==> src/logic/sscs_pkg.sv <==
package sscs_pkg;
    localparam int SSCS_WORD_W = 8;
    localparam logic [7:0] SSCS_SHIFT_RST = 8'h00;
    localparam logic [7:0] SSCS_LATCH_RST = 8'h00;
    localparam int SSCS_MSB = 7;
    // Host divider: link clock half period rounded up to whole system clocks (12 here)
    localparam int SSCS_CLK_NS = 20;
    localparam int SSCS_HALF_NS = 240;
    localparam int SSCS_HALF_CYC = (SSCS_HALF_NS + SSCS_CLK_NS - 1) / SSCS_CLK_NS;
    localparam logic [3:0] SSCS_HALF_CNT = 4'(SSCS_HALF_CYC);
    localparam logic [3:0] SSCS_BITS_LAST = 4'h7;
    localparam logic [7:0] SSCS_BITS_MAX = 8'hff;
endpackage

==> src/logic/sscs_if.sv <==
`timescale 1ns/10ps
interface sscs_if;
    logic sclk;
    logic cs_n;
    logic din;
    logic dout;
    modport dev (input sclk, input cs_n, input din, output dout);
    modport host (output sclk, output cs_n, output din, input dout);
endinterface

==> src/logic/sscs_host.sv <==
`timescale 1ns/10ps
// Host end: divides clk_i to make the link clock and sends nbits_i bits (word_i, MSB first, then zeros) per start
module sscs_host
    import sscs_pkg::*;
(
    input wire logic clk_i,
    input wire logic rstn_i,
    input wire logic start_i,
    input wire logic [7:0] nbits_i,
    input wire logic [7:0] word_i,
    output logic busy_o,
    output logic [7:0] echo_o,
    sscs_if.host lnk
);
    typedef enum logic [1:0] {ST_IDLE = 2'b00, ST_LOW = 2'b01, ST_HIGH = 2'b11,
        ST_DONE = 2'b10} sscs_st_t;
    typedef struct packed {
        sscs_st_t st;
        logic [3:0] div;
        logic [7:0] left;
        logic [7:0] data;
        logic [7:0] echo;
        logic sclk;
        logic cs_n;
        logic din;
        logic busy;
        logic [2:0] dsync;
        logic dval;
    } sscs_host_t;
    sscs_host_t s_r;
    sscs_host_t s_nxt;

    always_comb
    begin
        s_nxt = s_r;
        s_nxt.dsync = {s_r.dsync[1:0], lnk.dout};
        // Filtered chain bit: a disagreeing pair keeps the old value, never drops a bit
        if (s_r.dsync[2] == s_r.dsync[1])
        begin
            s_nxt.dval = s_r.dsync[2];
        end
        unique case (s_r.st)
            ST_IDLE:
            begin
                if (start_i && nbits_i != 8'h00)
                begin
                    s_nxt.st = ST_LOW;
                    s_nxt.cs_n = 1'b0;
                    s_nxt.data = word_i;
                    s_nxt.left = nbits_i;
                    s_nxt.din = word_i[SSCS_MSB];
                    s_nxt.div = 4'h0;
                    s_nxt.busy = 1'b1;
                end
            end
            ST_LOW:
            begin
                s_nxt.div = s_r.div + 4'h1;
                if (s_r.div == SSCS_HALF_CNT - 4'h1)
                begin
                    s_nxt.div = 4'h0;
                    s_nxt.sclk = 1'b1;
                    s_nxt.st = ST_HIGH;
                    s_nxt.echo = {s_r.echo[6:0], s_r.dval};
                end
            end
            ST_HIGH:
            begin
                s_nxt.div = s_r.div + 4'h1;
                if (s_r.div == SSCS_HALF_CNT - 4'h1)
                begin
                    s_nxt.div = 4'h0;
                    s_nxt.sclk = 1'b0;
                    s_nxt.left = s_r.left - 8'h01;
                    s_nxt.data = {s_r.data[6:0], 1'b0};
                    s_nxt.din = s_r.data[SSCS_MSB-1];
                    s_nxt.st = (s_r.left == 8'h01) ? ST_DONE : ST_LOW;
                end
            end
            ST_DONE:
            begin
                s_nxt.div = s_r.div + 4'h1;
                if (s_r.div == SSCS_HALF_CNT - 4'h1)
                begin
                    s_nxt.cs_n = 1'b1;
                    s_nxt.busy = 1'b0;
                    s_nxt.st = ST_IDLE;
                end
            end
        endcase
    end

    always_ff @(posedge clk_i or negedge rstn_i)
    begin
        if (!rstn_i)
        begin
            s_r <= '{st: ST_IDLE, div: 4'h0, left: 8'h00, data: 8'h00, echo: 8'h00,
                sclk: 1'b0, cs_n: 1'b1, din: 1'b0, busy: 1'b0, dsync: 3'h0, dval: 1'b0};
        end
        else
        begin
            s_r <= s_nxt;
        end
    end

    assign lnk.sclk = s_r.sclk;
    assign lnk.cs_n = s_r.cs_n;
    assign lnk.din = s_r.din;
    assign busy_o = s_r.busy;
    assign echo_o = s_r.echo;
endmodule // sscs_host

==> src/flat_wrapper.sv <==
// flat-port wrapper written by rule: the top's interface ports become plain ports
module sscs_host_flat import sscs_pkg::*;
  (clk_i, rstn_i, start_i, nbits_i, word_i, busy_o, echo_o, lnk_sclk, lnk_cs_n, lnk_din, lnk_dout);
  sscs_if lnk_i ();
  input wire logic clk_i;
  input wire logic rstn_i;
  input wire logic start_i;
  input wire logic [7:0] nbits_i;
  input wire logic [7:0] word_i;
  output logic busy_o;
  output logic [7:0] echo_o;
  output wire logic [$bits(lnk_i.sclk)-1:0] lnk_sclk;
  output wire logic [$bits(lnk_i.cs_n)-1:0] lnk_cs_n;
  output wire logic [$bits(lnk_i.din)-1:0] lnk_din;
  input wire logic [$bits(lnk_i.dout)-1:0] lnk_dout;
  assign lnk_sclk = lnk_i.sclk;
  assign lnk_cs_n = lnk_i.cs_n;
  assign lnk_din = lnk_i.din;
  assign lnk_i.dout = lnk_dout;
  sscs_host u_core (.clk_i(clk_i), .rstn_i(rstn_i), .start_i(start_i), .nbits_i(nbits_i), .word_i(word_i), .busy_o(busy_o), .echo_o(echo_o), .lnk(lnk_i));
endmodule
==> config.mk <==
export PLATFORM = sky130hd
export DESIGN_NAME = sscs_host_flat
export DESIGN_NICKNAME = d
export VERILOG_FILES = /design/src/logic/sscs_pkg.sv /design/src/logic/sscs_if.sv /design/src/logic/sscs_host.sv /design/src/flat_wrapper.sv
export SDC_FILE = /design/constraint.sdc
export NUM_CORES = 1
export LEC_CHECK = 0
export ABC_AREA = 1
export BUFFER_PORTS_ARGS = -buffer_cell sky130_fd_sc_hd__buf_4
export CORE_UTILIZATION = 55
export CTS_CLUSTER_SIZE = 30
export DETAILED_ROUTE_END_ITERATION = 6
export PLACE_DENSITY = 0.78
export SLEW_MARGIN = 20
export SYNTH_ARGS = -nofsm -noshare
export SYNTH_HDL_FRONTEND = slang
export SYNTH_SLANG_ARGS = --single-unit
==> constraint.sdc <==
create_clock -name clk_i -period 2.1 [get_ports clk_i]
set_clock_uncertainty 0.2 [all_clocks]
set_input_delay 0.105 -clock clk_i [delete_from_list [all_inputs] [get_ports clk_i]]
set_output_delay 0.105 -clock clk_i [all_outputs]
set_load 0.005 [all_outputs]
==> impl_metrics.toml <==
[logic_synthesis]
synth_seq_cells = 37
synth_edf_count = 0
synth_top_family_by_area = "simple AND/OR/NAND/NOR gates"
synth_xor_area_frac = 0.00897
synthesis.area_sq_um = 1950
synth_nets = 263
synth_cells = 240
async_flop_share = 1.00
synth_fa_ha_area_frac = 0.0243
synthMuxAreaShare = 0.0346
yosys.cell_types.count = 29
synth_common_cells = "69 x nand2_1, 36 x dfrtp_1, 28 x nand3_1"
ys_seq_area_frac = 0.475
yosysTopAreaCellShare = 0.461
synth_compound_area_frac = 0.0615
ys_warn_count = 0
synth_area_leaders = "dfrtp_1 46%, nand2_1 13%, nand3_1 7.2%"
avgSynthCellArea_sq_um = 8.14
yosys.area.top_type = "dfrtp_1"
synth_most_common_cell = "nand2_1"
synthFlopType = "dfrtp_1"
synth_simple_gate_area_frac = 0.294

[power_and_ir_drop]
switching_power_uw = 284
p_clk_frac = 0.312
comb_power_share = 0.083
p_int_uw = 916
power_density_nw_per_um2 = 491
ir_worst_vdd_uv = 454
seqPwrFrac = 0.605
switching_share = 0.236
p_leak_nw = 1.26

[layout]
final_util = 0.727
multi_input_area_sq_um = 848
area_growth_syn_to_layout_pct = 25.1
antennaDiodeCount = 0
seq_area_sq_um = 927
drive_gt1_frac = 0.191
final.fill_count = 273
nNetsFinal = 310

[global_route]
grt_usage = 0.250
overflow = 0
grt_max_degree = 38
antenna_found_initial = 0
grt_pass1_vias = 1555
grt_first_pass_wirelength_mm = 6.80

[sta]
finalHoldWorstSlack_ns = 0.0396
max_freq_ghz = 0.513
setup_viol = 0
timing.slew.headroom = 0.664
setup_tns_ns = 0
slew_violations = 0
finalHoldViolations = 0
tightest_slew_ns = 0.503
period_share = 0.928
finalCriticalPeriod_ns = 1.95
rsz0062_at_grt = "false"

[clocking]
cts-root-buf = "clkbuf_4"
cts_setup_buffers = 0
path_clk_slew_ns = 0.12
numCtsBuffers = 5
htree_num_levels = 2
cts_tree = "done"
clk-insertion-delay-late_ns = 0.34
clock_sinks = 37
cts.path.max_buffers = 2

[floorplan]
num_rows = 21
die_w_um = 61.6
pin_count = 32
die_area_sq_um = 3790
initial_utilization = 0.581
core_area_sq_um = 3360
fp.dieH_um = 61.6

[drt]
drt_wl_total_mm = 4.08
via_per_inst = 5.00
first_pass_iters = 4
wire_per_inst_um = 12.2
ant_nets = 0
dr.first_iter.drc_count = 75
vias = 1671
drc_errors = 0

[worst_hold_path]
hold_class = "in -> async"

[critical_path]
crit_chain = "nor2_2 > buf_4 > nand4_1 > dlygate4sd3_1 > nand2_1"
crit_type = "reg -> reg"
critPathMaxStageDelay_ns = 0.58
cp_slowest_cell = "dlygate4sd3_1"
worst_ep_required_time_ns = 2.18
worstPathArrival_ns = 2.03
cp-start-kind = "register"
critPathCaptureType = "register"
cp_max_fo = 9

[placement]
io_buffers = 31
dp_hpwl_mm = 2.68
gp_congestion = 0.858

[flow_run]
max-cap-violations = 0

[status]
outcome = "completed"
cell usage in the layout (no fill, tap or decap), drive strengths merged, types with 2 or more instances in the layout:
cell / n
nand2: 71
dfrtp: 36
buf: 34
nand3: 31
inv: 27
nor2: 22
dlygate4sd3: 20
o21ai: 17
clkbuf: 7
mux2: 6
o211ai: 3
ha: 3
nand4: 3
xor2: 2
stage by stage:
stage,power (mW),cells,instance area [sq um],setup WS [ns]
6_report,1.20,334,2440,0.152
5_1_grt,1.26,334,2440,0.0641
4_1_cts,1.21,334,2420,0.202
3_5_place_dp,0.811,306,2170,0.254
3_3_place_gp,0.809,306,2170,0.331
2_1_floorplan,0.762,240,1950,0.416
power groups by stage:
stage | clock, mW | sequential, mW | combinational, mW
after CTS | 0.380 | 0.726 | 0.0990
after global routing | 0.416 | 0.728 | 0.112
after floorplan | 0 | 0.738 | 0.0239
after detailed placement | 0 | 0.740 | 0.0713
final | 0.374 | 0.726 | 0.0997
after global placement | 0 | 0.739 | 0.0702
logic make-up (layout without fill, tap and decap cells):
| group | Yosys count | after routing |
|---|---|---|
| xor gates and xnor gates | 2 | 2 |
| and+or+nand+nor | 128 | 128 |
| muxes | 6 | 6 |
| DFF | 37 | 37 |
| adders and majority gates | 4 | 4 |
| AOI/OAI and AO/OA | 22 | 22 |
| buffers and inverters | 41 | 89 |
registers in the layout (all words and copies together) (netlist names):
signal	count
u_core.lnk.sclk	1
u_core.lnk.din	1
u_core.s_r	23
u_core.lnk.cs_n	1
u_core.s_nxt	2
u_core.busy_o	1
u_core.echo_o	8
per-layer routing:
layer / part of all wire / wire length [um] / track usage
met1: 0.44 / 1780 / 0.329
met4: 0.025 / 104 / 0.121
met5: 0 / 0 / 0
met3: 0.064 / 262 / 0.0609
met2: 0.47 / 1930 / 0.387
final timing paths:
check	start	endpoint	slack [ns]	cells after the start
setup / recovery	u_core.s_r[37]	u_core.s_r[28]	0.15	5
hold / removal	rstn_i	u_core.s_r[33]	0.04	2
setup reg to reg	u_core.s_r[37]	u_core.s_r[28]	0.15	5
hold reg to reg	u_core.s_nxt[2]	u_core.s_nxt[3]	0.16	0
max in group asynchronous	rstn_i	u_core.lnk.cs_n	1.29	2
min in group clk_i	u_core.s_nxt[2]	u_core.s_nxt[3]	0.16	0
worst max-delay path: cells and delay by family, from the launching register on:
family	cells	cell delay (ns)
simple gates	3	0.39
buf+inv	2	0.75
flops	1	0.53
final cells by class:
cell class | count | share of cell area
sequential | 37 | 0.379
tap | 46 | 0.0236
multi-input combinational | 162 | 0.347
timing repair buffer | 54 | 0.186
inverter | 27 | 0.0415
clock buffer | 7 | 0.0184
clock inverter | 1 | 0.00358
timing repair:
action | 4_1_cts | 5_1_grt
endpoints found under the hold margin | 59 | 0
hold buffers | 20 | 0
resized for setup | 0 | 3
endpoints found under the setup margin | 0 | 8
Power figures use the tool's default switching activity.
